## src/core/ssot_pkg.sv

```systemverilog
package ssot_pkg;
  // ****************************************************************
  // serial frame
  // ****************************************************************
  localparam int          SSOT_ADDR_W      = 8;
  localparam int          SSOT_DATA_W      = 24;
  localparam int          SSOT_FRAME_W     = SSOT_ADDR_W + SSOT_DATA_W;
  localparam logic [5:0]  SSOT_FRAME_BITS  = 6'h20;

  // ****************************************************************
  // register map
  // ****************************************************************
  localparam logic [7:0]  SSOT_TRIGGER_OFS = 8'h51;
  localparam logic [7:0]  SSOT_ROUTING_OFS = 8'h60;
  localparam int          SSOT_TRIGGER_W   = 8;
  localparam int          SSOT_ROUTING_W   = 12;
  localparam logic [7:0]  SSOT_TRIGGER_RST = 8'h00;

  // ****************************************************************
  // routing fields: lsb positions and defaults
  // ****************************************************************
  localparam int          SSOT_SUB_LSB     = 0;
  localparam int          SSOT_MECH_LSB    = 3;
  localparam int          SSOT_STROBE_LSB  = 6;
  localparam int          SSOT_TEST_LSB    = 9;
  localparam int          SSOT_SEL_W       = 3;
  localparam logic [2:0]  SSOT_SUB_RST     = 3'h0;
  localparam logic [2:0]  SSOT_MECH_RST    = 3'h1;
  localparam logic [2:0]  SSOT_STROBE_RST  = 3'h2;
  localparam logic [2:0]  SSOT_TEST_RST    = 3'h3;
  localparam logic [11:0] SSOT_ROUTING_RST = {SSOT_TEST_RST, SSOT_STROBE_RST,
                                              SSOT_MECH_RST, SSOT_SUB_RST};

  // ****************************************************************
  // select codes
  // ****************************************************************
  localparam logic [2:0]  SSOT_SEL_MUX_A   = 3'h4;
  localparam logic [2:0]  SSOT_SEL_MUX_B   = 3'h5;
  localparam logic [2:0]  SSOT_SEL_INVALID = 3'h6;
  localparam logic [2:0]  SSOT_SEL_PAIR    = 3'h7;

  // ****************************************************************
  // trigger bits
  // ****************************************************************
  localparam int          SSOT_TRG_SEQ_A   = 4;
  localparam int          SSOT_TRG_SEQ_B   = 5;
  localparam int          SSOT_TRG_EXPOSE  = 6;
  localparam int          SSOT_TRG_READOUT = 7;

  typedef enum logic [0:0] {
    SSOT_IDLE     = 1'b0,
    SSOT_EXP_WAIT = 1'b1
  } ssot_seq_type;
endpackage

```

## src/core/ssot_serial_port.sv

```systemverilog
module ssot_serial_port
  import ssot_pkg::*;
(
  input  wire logic                   ref_clk_i,
  input  wire logic                   rst_n_i,
  input  wire logic                   sck_i,
  input  wire logic                   sdata_i,
  input  wire logic                   load_n_i,
  output logic                        wr_o,
  output logic [SSOT_ADDR_W-1:0]      addr_o,
  output logic [SSOT_DATA_W-1:0]      data_o
);
  // ****************************************************************
  // pin synchronisers
  // ****************************************************************
  logic [2:0]              sync_a;
  logic [2:0]              sync_b;
  logic                    load_d;
  logic [SSOT_FRAME_W-1:0] shift;
  logic [5:0]              count;
  logic [SSOT_FRAME_W-1:0] next_shift;
  logic [5:0]              next_count;
  logic                    next_wr;
  logic                    sck_rise;
  logic                    load_rise;

  always_ff @(posedge ref_clk_i) begin
    if (!rst_n_i) begin
      sync_a <= 3'h0;
      sync_b <= 3'h7;
    end else begin
      sync_a <= {sync_a[1:0], sck_i};
      sync_b <= {sync_b[1:0], load_n_i};
    end
  end

  // stage 0 feeds stage 1 only; edges use stages 1 and 2
  assign sck_rise  = sync_a[1] & ~sync_a[2];
  assign load_rise = sync_b[1] & ~sync_b[2];
  assign load_d    = sync_b[1];

  logic sdata_s0;
  logic sdata_s1;
  always_ff @(posedge ref_clk_i) begin
    if (!rst_n_i) begin
      sdata_s0 <= 1'b0;
      sdata_s1 <= 1'b0;
    end else begin
      sdata_s0 <= sdata_i;
      sdata_s1 <= sdata_s0;
    end
  end

  // ****************************************************************
  // frame shifter: lsb first, address then data
  // ****************************************************************
  always_comb begin
    next_shift = shift;
    next_count = count;
    next_wr    = 1'b0;
    if (load_d) begin
      next_count = 6'h00;
    end else if (sck_rise && count <= SSOT_FRAME_BITS) begin
      // count runs one past a full frame so an extra bit spoils the write
      next_shift = {sdata_s1, shift[SSOT_FRAME_W-1:1]};
      next_count = count + 6'h01;
    end
    // short or long frames are dropped so a glitch never writes
    if (load_rise && count == SSOT_FRAME_BITS) begin
      next_wr = 1'b1;
    end
  end

  always_ff @(posedge ref_clk_i) begin
    if (!rst_n_i) begin
      shift <= '0;
      count <= 6'h00;
      wr_o  <= 1'b0;
    end else begin
      shift <= next_shift;
      count <= next_count;
      wr_o  <= next_wr;
    end
  end

  assign addr_o = shift[SSOT_ADDR_W-1:0];
  assign data_o = shift[SSOT_FRAME_W-1:SSOT_ADDR_W];
endmodule // ssot_serial_port

```

## src/core/ssot_top.sv

```systemverilog
// Operation
// - substrate bias pin follows source picked by bits 2:0, default code 0
// - codes 0 to 3 route shutter generators 0 to 3
// - code 4 mux a, 5 mux b, 7 pair mux; code 6 invalid
// - mechanical shutter pin follows bits 5:3, default code 1
// - flash strobe pin follows bits 8:6, default code 2
// - test output follows bits 11:9, default code 3
// - writing ones to 8-bit trigger register starts sequences; zeros do nothing
// - trigger bits 0-3 start generators 0-3, bit 4 seq a, bit 5 seq b
// - bit 6 starts exposure, bit 7 readout; both: readout follows exposure end
module ssot_top
  import ssot_pkg::*;
(
  input  wire logic       ref_clk_i,
  input  wire logic       rst_n_i,
  input  wire logic       sck_i,
  input  wire logic       sdata_i,
  input  wire logic       load_n_i,
  input  wire logic       vertical_sync_i,
  input  wire logic [3:0] shutter_gen_i,
  input  wire logic       substrate_mux_a_i,
  input  wire logic       substrate_mux_b_i,
  input  wire logic       shutter_pair_mux_i,
  input  wire logic       exposure_done_i,
  output logic            substrate_bias_out_o,
  output logic            mech_shutter_out_o,
  output logic            flash_strobe_o,
  output logic            test_out_pin_o,
  output logic [3:0]      shutter_gen_start_o,
  output logic            substrate_seq_a_start_o,
  output logic            substrate_seq_b_start_o,
  output logic            exposure_start_o,
  output logic            readout_start_o,
  output logic            trigger_pending_o
);
  // ****************************************************************
  // serial port
  // ****************************************************************
  logic                   wr;
  logic [SSOT_ADDR_W-1:0] addr;
  logic [SSOT_DATA_W-1:0] data;

  ssot_serial_port u_port (
    .ref_clk_i (ref_clk_i),
    .rst_n_i   (rst_n_i),
    .sck_i     (sck_i),
    .sdata_i   (sdata_i),
    .load_n_i  (load_n_i),
    .wr_o      (wr),
    .addr_o    (addr),
    .data_o    (data)
  );

  // ****************************************************************
  // vertical sync edge
  // ****************************************************************
  logic [2:0] vd_sync;
  logic       vd_edge;

  always_ff @(posedge ref_clk_i) begin
    if (!rst_n_i) begin
      vd_sync <= 3'h0;
    end else begin
      vd_sync <= {vd_sync[1:0], vertical_sync_i};
    end
  end
  assign vd_edge = vd_sync[1] & ~vd_sync[2];

  function automatic logic pick_source(input logic [2:0] sel,
                                       input logic [3:0] gen,
                                       input logic       mux_a,
                                       input logic       mux_b,
                                       input logic       pair);
    logic r;
    r = 1'b0;
    case (sel)
      SSOT_SEL_MUX_A:   r = mux_a;
      SSOT_SEL_MUX_B:   r = mux_b;
      SSOT_SEL_PAIR:    r = pair;
      // the invalid code parks the pin low rather than guess a source
      SSOT_SEL_INVALID: r = 1'b0;
      default:          r = gen[sel[1:0]];
    endcase
    return r;
  endfunction

  // ****************************************************************
  // registers, staging and routing
  // ****************************************************************
  logic [SSOT_ROUTING_W-1:0] staged_route;
  logic [SSOT_ROUTING_W-1:0] act_route;
  logic [SSOT_TRIGGER_W-1:0] pending;
  logic [SSOT_ROUTING_W-1:0] next_staged_route;
  logic [SSOT_ROUTING_W-1:0] next_act_route;
  logic [SSOT_TRIGGER_W-1:0] next_pending;
  logic [SSOT_TRIGGER_W-1:0] wr_trig;
  logic [3:0]                next_pins;

  always_comb begin
    next_staged_route = staged_route;
    next_act_route    = act_route;
    wr_trig           = '0;
    if (wr && addr == SSOT_ROUTING_OFS) begin
      next_staged_route = data[SSOT_ROUTING_W-1:0];
    end
    if (wr && addr == SSOT_TRIGGER_OFS) begin
      wr_trig = data[SSOT_TRIGGER_W-1:0];
    end
    if (vd_edge) begin
      next_act_route = staged_route;
    end
    // a write landing on the sync edge stays pending, never lost
    next_pending = (vd_edge ? '0 : pending) | wr_trig;
    next_pins[0] = pick_source(act_route[SSOT_SUB_LSB +: SSOT_SEL_W], shutter_gen_i,
                               substrate_mux_a_i, substrate_mux_b_i,
                               shutter_pair_mux_i);
    next_pins[1] = pick_source(act_route[SSOT_MECH_LSB +: SSOT_SEL_W], shutter_gen_i,
                               substrate_mux_a_i, substrate_mux_b_i,
                               shutter_pair_mux_i);
    next_pins[2] = pick_source(act_route[SSOT_STROBE_LSB +: SSOT_SEL_W], shutter_gen_i,
                               substrate_mux_a_i, substrate_mux_b_i,
                               shutter_pair_mux_i);
    next_pins[3] = pick_source(act_route[SSOT_TEST_LSB +: SSOT_SEL_W], shutter_gen_i,
                               substrate_mux_a_i, substrate_mux_b_i,
                               shutter_pair_mux_i);
  end

  always_ff @(posedge ref_clk_i) begin
    if (!rst_n_i) begin
      staged_route         <= SSOT_ROUTING_RST;
      act_route            <= SSOT_ROUTING_RST;
      pending              <= SSOT_TRIGGER_RST;
      substrate_bias_out_o <= 1'b0;
      mech_shutter_out_o   <= 1'b0;
      flash_strobe_o       <= 1'b0;
      test_out_pin_o       <= 1'b0;
    end else begin
      staged_route         <= next_staged_route;
      act_route            <= next_act_route;
      pending              <= next_pending;
      substrate_bias_out_o <= next_pins[0];
      mech_shutter_out_o   <= next_pins[1];
      flash_strobe_o       <= next_pins[2];
      test_out_pin_o       <= next_pins[3];
    end
  end

  // ****************************************************************
  // trigger launch and exposure/readout chaining
  // ****************************************************************
  ssot_seq_type seq;
  ssot_seq_type next_seq;
  logic [3:0]   next_gen_start;
  logic         next_seq_a;
  logic         next_seq_b;
  logic         next_expose;
  logic         next_readout;

  always_comb begin
    next_seq       = seq;
    next_gen_start = 4'h0;
    next_seq_a     = 1'b0;
    next_seq_b     = 1'b0;
    next_expose    = 1'b0;
    next_readout   = 1'b0;
    if (vd_edge) begin
      next_gen_start = pending[3:0];
      next_seq_a     = pending[SSOT_TRG_SEQ_A];
      next_seq_b     = pending[SSOT_TRG_SEQ_B];
      next_expose    = pending[SSOT_TRG_EXPOSE];
    end
    case (seq)
      SSOT_IDLE: begin
        if (vd_edge && pending[SSOT_TRG_READOUT]) begin
          if (pending[SSOT_TRG_EXPOSE]) begin
            next_seq = SSOT_EXP_WAIT;
          end else begin
            next_readout = 1'b1;
          end
        end
      end
      default: begin
        // readout held back until the exposure reports done
        if (exposure_done_i) begin
          next_readout = 1'b1;
          next_seq     = SSOT_IDLE;
        end
      end
    endcase
  end

  always_ff @(posedge ref_clk_i) begin
    if (!rst_n_i) begin
      seq                     <= SSOT_IDLE;
      shutter_gen_start_o     <= 4'h0;
      substrate_seq_a_start_o <= 1'b0;
      substrate_seq_b_start_o <= 1'b0;
      exposure_start_o        <= 1'b0;
      readout_start_o         <= 1'b0;
      trigger_pending_o       <= 1'b0;
    end else begin
      seq                     <= next_seq;
      shutter_gen_start_o     <= next_gen_start;
      substrate_seq_a_start_o <= next_seq_a;
      substrate_seq_b_start_o <= next_seq_b;
      exposure_start_o        <= next_expose;
      readout_start_o         <= next_readout;
      trigger_pending_o       <= |next_pending;
    end
  end
endmodule // ssot_top

```

## config.mk

```make
export PLATFORM = sky130hd
export DESIGN_NAME = ssot_top
export DESIGN_NICKNAME = d
export VERILOG_FILES = /design/src/core/ssot_pkg.sv /design/src/core/ssot_serial_port.sv /design/src/core/ssot_top.sv
export SDC_FILE = /design/constraint.sdc
export NUM_CORES = 1
export LEC_CHECK = 0
export BUFFER_PORTS_ARGS = -buffer_cell sky130_fd_sc_hd__buf_2
export CAP_MARGIN = 20
export CORE_AREA = 2 2 111 113
export CTS_CLUSTER_DIAMETER = 50
export DETAILED_ROUTE_END_ITERATION = 7
export DIE_AREA = 0 0 113 115
export PLACE_DENSITY_LB_ADDON = 0.12
export REMOVE_ABC_BUFFERS = 1
export SYNTH_ARGS = -nofsm -noshare
export SYNTH_HDL_FRONTEND = slang
export SYNTH_SLANG_ARGS = --single-unit
export TNS_END_PERCENT = 10
```

## constraint.sdc

```tcl
create_clock -name ref_clk_i -period 1.75 [get_ports ref_clk_i]
set_input_delay 0.35 -clock ref_clk_i [delete_from_list [all_inputs] [get_ports ref_clk_i]]
set_output_delay 0.35 -clock ref_clk_i [all_outputs]
set_load 0.005 [all_outputs]
```

==> results of run 1 <==
==> through the flow <==
step	hold WS, ns	worst slack, ns	setup TNS [ns]	cells	instance area [sq um]
6_report	0.1866	-0.06013	-0.8213	550	4365
2_1_floorplan	0.3730	-0.9500	-30.40	340	3492
5_1_grt	0.1844	-0.1465	-3.733	550	4365
4_1_cts	0.1788	-0.06499	-1.296	551	4389
3_5_place_dp	0.3898	-0.1361	-3.734	530	3971
3_3_place_gp	0.3972	-0.08631	-2.651	530	3971
==> power by group <==
group | internal [mW] | switching, mW | total, mW
sequential | 2.21 | 0.0102 | 2.22
clock | 1.25 | 0.831 | 2.08
combinational | 0.0686 | 0.0841 | 0.153
total | 3.53 | 0.926 | 4.45
==> routing by layer <==
layer  up-vias  part of all wire  GRT usage
li1       1305                 -          -
met1      1199              0.48     0.1483
met2        34              0.46     0.1992
met3         7             0.046    0.04902
met4         0             0.011    0.03415
met5         -                 0          0
==> Yosys cell counts (all sizes together) (2+ instances only) <==
cell,n
buf,6
o211ai,2
ha,2
or4,5
nand2b,6
and2,15
inv,6
dfxtp,96
mux4,4
a21oi,13
nor2b,5
nand3b,3
a211oi,2
nand2,75
o21ai,12
o211a,2
nor2,14
mux2,2
mux2i,49
nand3,13
clkbuf,14
==> registers in the layout, indices dropped and copies added, names as in the netlist <==
name and flops:
act_route 12, exposure_start_o 1, flash_strobe_o 1, mech_shutter_out_o 1, pending 8, readout_start_o 1
seq 1, shutter_gen_start_o 4, staged_route 12, substrate_bias_out_o 1, substrate_seq_a_start_o 1, substrate_seq_b_start_o 1
test_out_pin_o 1, trigger_pending_o 1, u_port.count 6, u_port.sdata_s0 1, u_port.sdata_s1 1, u_port.shift 32
u_port.sync_a 3, u_port.sync_b 3, u_port.wr_o 1, vd_sync 3
==> path summary, 6_finish.rpt <==
check | from | end | slack (ns) | cells past startpoint
min | load_n_i | u_port.sync_b[0] | 0.19 | 2
max | u_port.count[0] | u_port.shift[6] | -0.06 | 7
max reg2reg | u_port.count[0] | u_port.shift[6] | -0.06 | 7
min reg2reg | u_port.sync_b[2] | u_port.wr_o | 0.39 | 1
==> final cells by class <==
type	count	area, sq um	share of cell area
multi-input combinational	238	1568	0.3591
sequential	96	1924	0.4408
clock buffer	11	232.7	0.05331
clock inverter	5	81.33	0.01863
inverter	6	22.52	0.005159
timing repair buffer	47	352.8	0.08083
tap	147	183.9	0.04213
==> worst max-delay path, stage by stage (launching register included) <==
cell	delay, ns
dfxtp_2	0.32
inv_2	0.07
ha_4	0.11
or4b_4	0.47
a211oi_4	0.26
buf_6	0.17
buf_12	0.14
mux2i_1	0.19
==> cell families (layout without fill, tap and decap cells) <==
group / Yosys count / after routing / synth area share
and+or+nand+nor: 143 / 143 / 0.1875
DFF: 96 / 96 / 0.5333
muxes: 55 / 55 / 0.1674
AOI/OAI and AO/OA: 38 / 38 / 0.06771
buffers and inverters: 26 / 69 / 0.03715
adders and majority gates: 2 / 2 / 0.006943
==> what timing repair did <==
action | 4_1_cts | 5_1_grt
resized for setup | 11 | 1
cloned | 2 | 0
pin swaps | 2 | 0
buffers inserted | 3 | 0
endpoints found under the setup margin | 35 | 36
==> results.md, run 1 <==
- Warnings from Yosys: 0
- Clock Skew: 0.008109 ns
- Worst Path Required: 2.01 ns
- Rel. slew slack: 0.7149
- Placed wire-length estimate: between 4 and 5 mm
- Detailed-route wire length: ~7 mm
- Share of cells above drive strength 1: 0.1886
- Worst-margin pin slew: 0.4217 ns
- Power density over the cells: a little over 1000 nW/um^2
- Number of synthesized flops with an enable pin: 0
- Tot Pwr: 4.453 mW
- Final worst slack: -0.06013 ns
- P&R area growth vs syn: 21.15%
- Gr usage total: 0.1214
- Starting Density: 0.3051
- Diodes inserted: 0
- Post-Route Utilization: 0.3696
- CTS sink count: 96
- ANT nets after route: 0
- DR vias/cell: 4.627
- GPL Wtd Cong: 0.7072
- Detailed-route via count: 2545
- Clock Path Buffers: 2
- Final Cycle Share: 1.034
- DIE WIDTH: 113 um
- Pre-antenna DRT Iters: 6
- Vias in the first global route: 2492
- Fmax: between 500 and 600 MHz
- Failing checks: DRC, setup timing
- Slew Limit Fails: 0
- Final setup viols: 33
- Arr. time, crit path: 2.07 ns
- Synth async-reset ratio: 0
- Die area: 13000 sq um
- Register bit total from synthesis: 96
- Leading cell types in the layout, fill and taps excluded: dfxtp_1, nand2_1, mux2i_1
- CTS tree: built
- CTS Buf Count: 9
- Rows: 40
- Overflow after GRT: 0
- Worst VDD drop: 0.0004078 V
- Cell variety after synth: 38
- Most common cell after layout, fill and taps aside: dfxtp_1
- Port Buf Inserts: 26
- Post-layout min period: 1.810 ns
- Worst setup EP type: flop
- CP Max Fanout: 8
- CTS root buf: clkbuf_16
- CTS H-tree lvls: 3
- Average wire per standard cell: 13.09 um
- Status: finished, violations left
- Post-route DRC: 3
- Hold Fails Final Rpt: 0
- Syn avg cell area: 10.01 sq um
- Synth Flop Type: dfxtp_1
- Initial antenna violation count: 0
- Core ar.: 11810 sq um
- Seq/Total Area, Yosys: 0.5333
- CTS Hold Buffers Added: 0
- RSZ-0062 raised after global routing: yes
- Syn Inst Count: 360
- Fill count: 1225
- Largest cells by area after synthesis: dfxtp_1, mux2i_1, nand2_1
- Top cell type's share of synthesized area: 0.5333
- Worst min path class: in -> reg
- Mapped Area: 3603 sq um
- Number of DRC markers in iteration 0: 107
- Final #Nets: 414
- Worst Setup Start Kind: flop
- Dominant cell type by area after synthesis: dfxtp_1
- Die Y-Extent: 115 um
- Clock transition at the registers of the reported paths: 0.06 ns
- Lkg Pwr: 1.604 nW
- Setup CP Type: reg -> reg
- First-pass GRT wire length: roughly 12 mm
- Largest net degree at the start of global routing: 25
- Ports: 27
- Worst-Skew Late Latency: roughly 0.34 ns
- Maxcap violations: 0
Note: power is estimated with default switching activity, not from simulation.
==> run 2, diff against run 1 <==
--- a/config.mk
+++ b/config.mk
@@ -8,6 +8,7 @@
 export BUFFER_PORTS_ARGS = -buffer_cell sky130_fd_sc_hd__buf_2
 export CAP_MARGIN = 20
 export CORE_AREA = 2 2 111 113
+export CTS_BUF_LIST = sky130_fd_sc_hd__clkbuf_8 sky130_fd_sc_hd__clkbuf_16
 export CTS_CLUSTER_DIAMETER = 50
 export DETAILED_ROUTE_END_ITERATION = 7
 export DIE_AREA = 0 0 113 115
==> results.md, run 2 (synthesis results as in run 1) <==
- Clock Skew: 0.008326 ns (+0.0002174 ns)
- Detailed-route via count: 2544 (-0.039%)
- Number of DRC markers in iteration 0: 107 (unchanged)
- Hold Fails Final Rpt: 0 (unchanged)
- Share of cells above drive strength 1: 0.1886 (unchanged)
- Post-layout min period: 1.810 ns (unchanged)
- Placed wire-length estimate: 4.702 mm (unchanged)
- Post-Route Utilization: 0.3696 (unchanged)
- Lkg Pwr: 1.612 nW (+0.52%)
- Dpl ws: -0.1361 ns (unchanged)
- Internal: 3.516 mW (-0.33%)
- Pre-antenna DRT Iters: 6 (unchanged)
- CP Max Fanout: 8 (unchanged)
- Max FFs per register: 32 (unchanged)
- CTS H-tree lvls: 3 (unchanged)
- Failing checks: DRC, setup timing
- Starting Density: 0.3051 (unchanged)
- Final Cycle Share: 1.034 (unchanged)
- Worst-margin pin slew: 0.4217 ns (unchanged)
- Clock Path Buffers: 2 (unchanged)
- Diodes inserted: 0 (unchanged)
- Fmax: 552.4 MHz (unchanged)
- Final setup viols: 33 (unchanged)
- Worst setup EP type: flop
- DP Cell Count: 530 (unchanged)
- DR vias/cell: 4.625 (about the same)
- Gr usage total: 0.1214 (unchanged)
- Maxcap violations: 0 (unchanged)
- Slew Limit Fails: 0 (unchanged)
- Final worst slack: -0.06013 ns (unchanged)
- CTS tree: built
- Clock share of power: 0.467 (about the same)
- RSZ-0062 raised after global routing: yes
- Ports: 27 (unchanged)
- Worst min path class: in -> reg
- CTS sink count: 96 (unchanged)
- P&R area growth vs syn: 21.15% (unchanged)
- Die Y-Extent: 115 um (unchanged)
- CTS root buf: clkbuf_16
- Status: finished, violations left
- Biggest regs: u_port.shift: 32 flops, act_route: 12 flops, staged_route: 12 flops
- CTS Hold Buffers Added: 0 (unchanged)
- Part of the power in registers: 0.499 (about the same)
- Post-route DRC: 3 (unchanged)
- Tot Pwr: 4.442 mW (-0.24%)
- Clock transition at the registers of the reported paths: 0.06 ns (about the same)
- Power density over the cells: 1018 nW/um^2 (-0.24%)
- GPL Wtd Cong: 0.7072 (unchanged)
- Final #Nets: 414 (unchanged)
- Die area: 13000 sq um (unchanged)
- Largest net degree at the start of global routing: 25 (unchanged)
- Fill count: 1225 (unchanged)
- CTS Buf Count: 9 (unchanged)
- Vias in the first global route: 2492 (unchanged)
- Initial antenna violation count: 0 (unchanged)
- ANT nets after route: 0 (unchanged)
- Gate power share: 0.034 (about the same)
- P_sw: 926.6 uW (+0.11%)
- Hold Slack: 0.1866 ns (unchanged)
- Rel. slew slack: 0.7149 (unchanged)
- Worst-Skew Late Latency: 0.34 ns (about the same)
- Port Buf Inserts: 26 (unchanged)
- Most flops, register: u_port.shift
- Setup CP Type: reg -> reg
- Arr. time, crit path: 2.07 ns (about the same)
- Overflow after GRT: 0 (unchanged)
- Non-filler cells, final: 550 (unchanged)
- Switching Fraction: 0.2086 (+0.0007294)
- Worst Path Required: 2.01 ns (about the same)
- Rows: 40 (unchanged)
- Detailed-route wire length: 7.197 mm (about the same)
- First-pass GRT wire length: 12.41 mm (unchanged)
- DIE WIDTH: 113 um (unchanged)
- Core ar.: 11810 sq um (unchanged)
- Average wire per standard cell: 13.09 um (about the same)
- Most common cell after layout, fill and taps aside: dfxtp_1
- Worst VDD drop: 0.0004078 V (about the same)
- Worst Setup Start Kind: flop
- Leading cell types in the layout, fill and taps excluded: dfxtp_1, nand2_1, mux2i_1
[run 2: cell types whose count changed in the layout (fill, tap and decap cells not counted)]
cell / before / now
clkbuf_1: 2 / 0
inv_1: 4 / 6
[run 2: path summary, 6_finish.rpt]
path                     from               end  slack (ns)  depth (start not counted)
min reg2reg  u_port.sync_b[2]       u_port.wr_o        0.39                          1
max reg2reg   u_port.count[0]   u_port.shift[6]       -0.06                          7
min                  load_n_i  u_port.sync_b[0]        0.19                          2
max           u_port.count[0]   u_port.shift[6]       -0.06                          7
[run 2: power by group through the flow]
stage / logic, mW / registers (mW) / clock network (mW)
finish: 0.153 / 2.22 / 2.07
global route: 0.169 / 2.22 / 2.23
CTS: 0.157 / 2.21 / 2.15
detailed placement: 0.151 / 2.27 / 0
global placement: 0.151 / 2.27 / 0
floorplan: 0.0670 / 2.26 / 0
[run 2: area by class of cell]
type,instances,area (sq um),share of cell area
Inverter,6,22.52,0.005159
Timing Repair Buffer,47,352.8,0.08083
Multi-Input combinational cell,238,1568,0.3591
Clock buffer,9,225.2,0.05159
Clock inverter,7,88.84,0.02035
Sequential cell,96,1924,0.4408
Tap cell,147,183.9,0.04213
[run 2: worst max-delay path, cell delays in order, from the launching register on]
cell	delay (ns)
dfxtp_2	0.32
inv_2	0.07
ha_4	0.11
or4b_4	0.47
a211oi_4	0.26
buf_6	0.17
buf_12	0.14
mux2i_1	0.19
[run 2: per-stage QoR]
stage                     instance area (sq um)  TNS [ns]
after floorplan                            3492    -30.40
after global placement                     3971    -2.651
after detailed placement                   3971    -3.734
after CTS                                  4389    -1.296
after global routing                       4365    -3.733
final                                      4365   -0.8213
[run 2: metal layers]
metal	global-route usage	vias to the layer above	wire length, um
met5	0	-	0
met4	0.03415	0	82
met3	0.04902	7	329
met2	0.1992	34	3295
met1	0.1483	1198	3490
li1	-	1305	-
[run 2: repair_timing]
item,4_1_cts,5_1_grt
setup buffers,3,0
endpoints found under the setup margin,35,36
pin swaps,2,0
gates cloned,2,0
gates resized for setup,11,1
==> run 3, diff against run 2 <==
--- a/config.mk
+++ b/config.mk
@@ -7,13 +7,15 @@
 export LEC_CHECK = 0
 export BUFFER_PORTS_ARGS = -buffer_cell sky130_fd_sc_hd__buf_2
 export CAP_MARGIN = 20
-export CORE_AREA = 2 2 111 113
+export CORE_AREA = 2 2 110 112
 export CTS_BUF_LIST = sky130_fd_sc_hd__clkbuf_8 sky130_fd_sc_hd__clkbuf_16
 export CTS_CLUSTER_DIAMETER = 50
 export DETAILED_ROUTE_END_ITERATION = 7
-export DIE_AREA = 0 0 113 115
+export DIE_AREA = 0 0 112 114
+export MAX_ROUTING_LAYER = met4
 export PLACE_DENSITY_LB_ADDON = 0.12
 export REMOVE_ABC_BUFFERS = 1
+export SETUP_SLACK_MARGIN = 0.02
 export SYNTH_ARGS = -nofsm -noshare
 export SYNTH_HDL_FRONTEND = slang
 export SYNTH_SLANG_ARGS = --single-unit
==> results.md, run 3 (synthesis results as in run 1) <==
- Hold Crit Start: load_n_i
- P_sw: 901.8 uW (-2.7%)
- Post-Route Utilization: 0.3740 (+0.004441)
- P&R area growth vs syn: 21.56%
- GPL Wtd Cong: 0.6992 (-1.1%)
- Part of the power in registers: 0.510 (+0.011)
- Detailed-route via count: 2552 (+0.31%)
- Worst Setup Start Kind: flop
- Final Cycle Share: 1.032 (-0.002450)
- Average wire per standard cell: 13.57 um (+3.7%)
- Biggest regs: u_port.shift: 32 flops, act_route: 12 flops, staged_route: 12 flops
- R2r worst-path depth: 7 (unchanged)
- Vias in the first global route: 2492 (unchanged)
- DR vias/cell: 4.632 (+0.13%)
- DP Cell Count: 529 (-0.19%)
- Share of cells above drive strength 1: 0.1881 (-0.0004668)
- DIE WIDTH: 112 um (-0.88%)
- CTS H-tree lvls: 3 (unchanged)
- Rows: 40 (unchanged)
- CTS Buf Count: 9 (unchanged)
- CTS tree: built
- Worst-margin pin slew: 0.7411 ns (+0.3194 ns)
- ANT nets after route: 0 (unchanged)
- Lkg Pwr: 1.624 nW (+0.73%)
- CTS sink count: 96 (unchanged)
- Max FFs per register: 32 (unchanged)
- Worst R2R Setup Slack: -0.06 ns (about the same)
- Core ar.: 11710 sq um (-0.85%)
- Hold depth: 2 (unchanged)
- Leading cell types in the layout, fill and taps excluded: dfxtp_1, nand2_1, mux2i_1
- Rel. slew slack: 0.5054 (-0.2095)
- Final #Nets: 415 (+0.24%)
- Die Y-Extent: 114 um (-0.87%)
- Largest net degree at the start of global routing: 22 (-12%)
- Setup CP Type: reg -> reg
- Maxcap violations: 0 (unchanged)
- Port Buf Inserts: 26 (unchanged)
- First-pass GRT wire length: 12.20 mm (-1.7%)
- Post-route DRC: 0 (-3)
- Pre-antenna DRT Iters: 4 (-2)
- Power density over the cells: 992.1 nW/um^2 (-2.5%)
- Starting Density: 0.3077 (+0.002608)
- Post-layout min period: 1.806 ns (-0.004288 ns)
- Gate power share: 0.035 (about the same)
- Ports: 27 (unchanged)
- Diodes inserted: 0 (unchanged)
- Arr. time, crit path: 2.08 ns (about the same)
- Failing checks: setup timing
- Number of DRC markers in iteration 0: 112 (+4.7%)
- Tot Pwr: 4.346 mW (-2.2%)
- Clock Path Buffers: 2 (unchanged)
- Initial antenna violation count: 0 (unchanged)
- Final setup viols: 32 (-3.0%)
- Clock Skew: 0.006716 ns (-0.001610 ns)
- Worst Path Required: 2.02 ns (about the same)
- Worst r2r src: u_port.count[1]
- Detailed-route wire length: 7.476 mm (+3.9%)
- Switching Fraction: 0.2075 (-0.001065)
- Clock transition at the registers of the reported paths: 0.06 ns (about the same)
- Placed wire-length estimate: 4.760 mm (+1.2%)
- Status: finished, violations left
- Fill count: 1231 (+0.49%)
- Most flops, register: u_port.shift
- FF-to-FF End: u_port.shift[17]
- Slew Limit Fails: 0 (unchanged)
- CP Max Fanout: 8 (unchanged)
- Fmax: 553.8 MHz (+0.24%)
- Worst Hold End: u_port.sync_b[0]
- Die area: 12770 sq um (-1.7%)
- Internal: 3.444 mW (-2.0%)
- Non-filler cells, final: 551 (+0.18%)
- Most common cell after layout, fill and taps aside: dfxtp_1
- Worst min path class: in -> reg
- RSZ-0062 raised after global routing: yes
- Gr usage total: 0.1261 (+0.004716)
- Clock share of power: 0.455 (-0.012)
- Overflow after GRT: 0 (unchanged)
- Hold Fails Final Rpt: 0 (unchanged)
- Worst-Skew Late Latency: 0.35 ns (about the same)
- Worst VDD drop: 0.0005254 V (+29%)
- Worst setup EP type: flop
- CTS root buf: clkbuf_16
- Final worst slack: -0.05584 ns (+0.004288 ns)
==> run 3: layout make-up <==
cell class / instances / area [sq um] / share of cell area
clock buffer: 11 / 252.7 / 0.05770
clock inverter: 5 / 47.55 / 0.01085
inverter: 6 / 22.52 / 0.005141
multi-input combinational: 238 / 1564 / 0.3570
sequential: 96 / 1924 / 0.4393
tap: 147 / 183.9 / 0.04199
timing repair buffer: 48 / 385.4 / 0.08797
==> run 3: repair_timing <==
action / in CTS / in global routing
gates resized for setup: 10 / 1
pin swaps: 2 / 0
cloned: 2 / 1
buffers inserted: 3 / 0
hold buffers: 0 / 0
setup endpoints to repair: 36 / 35
==> run 3: metal layers <==
layer	global-route usage	up-vias	wire [um]
met5	-	-	0
met4	0.04390	0	105
met3	0.04995	8	319
met2	0.2024	39	3490
met1	0.1445	1190	3561
li1	-	1315	-
==> run 3: how the worst max path moves through the flow <==
stage,start,to,slack (ns)
after CTS,u_port.count[0],u_port.shift[17],-0.08
after detailed placement,u_port.count[0],u_port.shift[17],-0.17
after global routing,u_port.count[1],u_port.shift[28],-0.14
after floorplan,u_port.count[0],u_port.shift[0],-0.95
final,u_port.count[1],u_port.shift[17],-0.06
after global placement,u_port.count[0],u_port.shift[18],-0.09
==> run 3: power groups by stage <==
stage	registers (mW)	logic, mW	clock network, mW
6_report	2.22	0.153	1.98
5_1_grt	2.22	0.170	2.13
4_1_cts	2.22	0.156	2.07
3_5_place_dp	2.27	0.150	0
3_3_place_gp	2.27	0.149	0
2_1_floorplan	2.26	0.0670	0
==> run 3: through the flow <==
step                instance area [sq um]  setup TNS [ns]  hold slack [ns]  setup WS (ns)
global route                         4380          -3.306           0.1980        -0.1420
global placement                     3951          -2.681           0.3849       -0.08724
floorplan                            3492          -30.40           0.3730        -0.9500
CTS                                  4354          -1.565           0.1753       -0.07657
detailed placement                   3951          -4.034           0.3860        -0.1720
finish                               4380          -1.054           0.1922       -0.05584
==> run 3: critical path, cell delays in order, from the launching register on <==
cell,delay [ns]
dfxtp_2,0.32
inv_2,0.06
ha_4,0.11
or4b_4,0.47
a211oi_4,0.26
buf_6,0.17
buf_12,0.14
mux2i_1,0.19
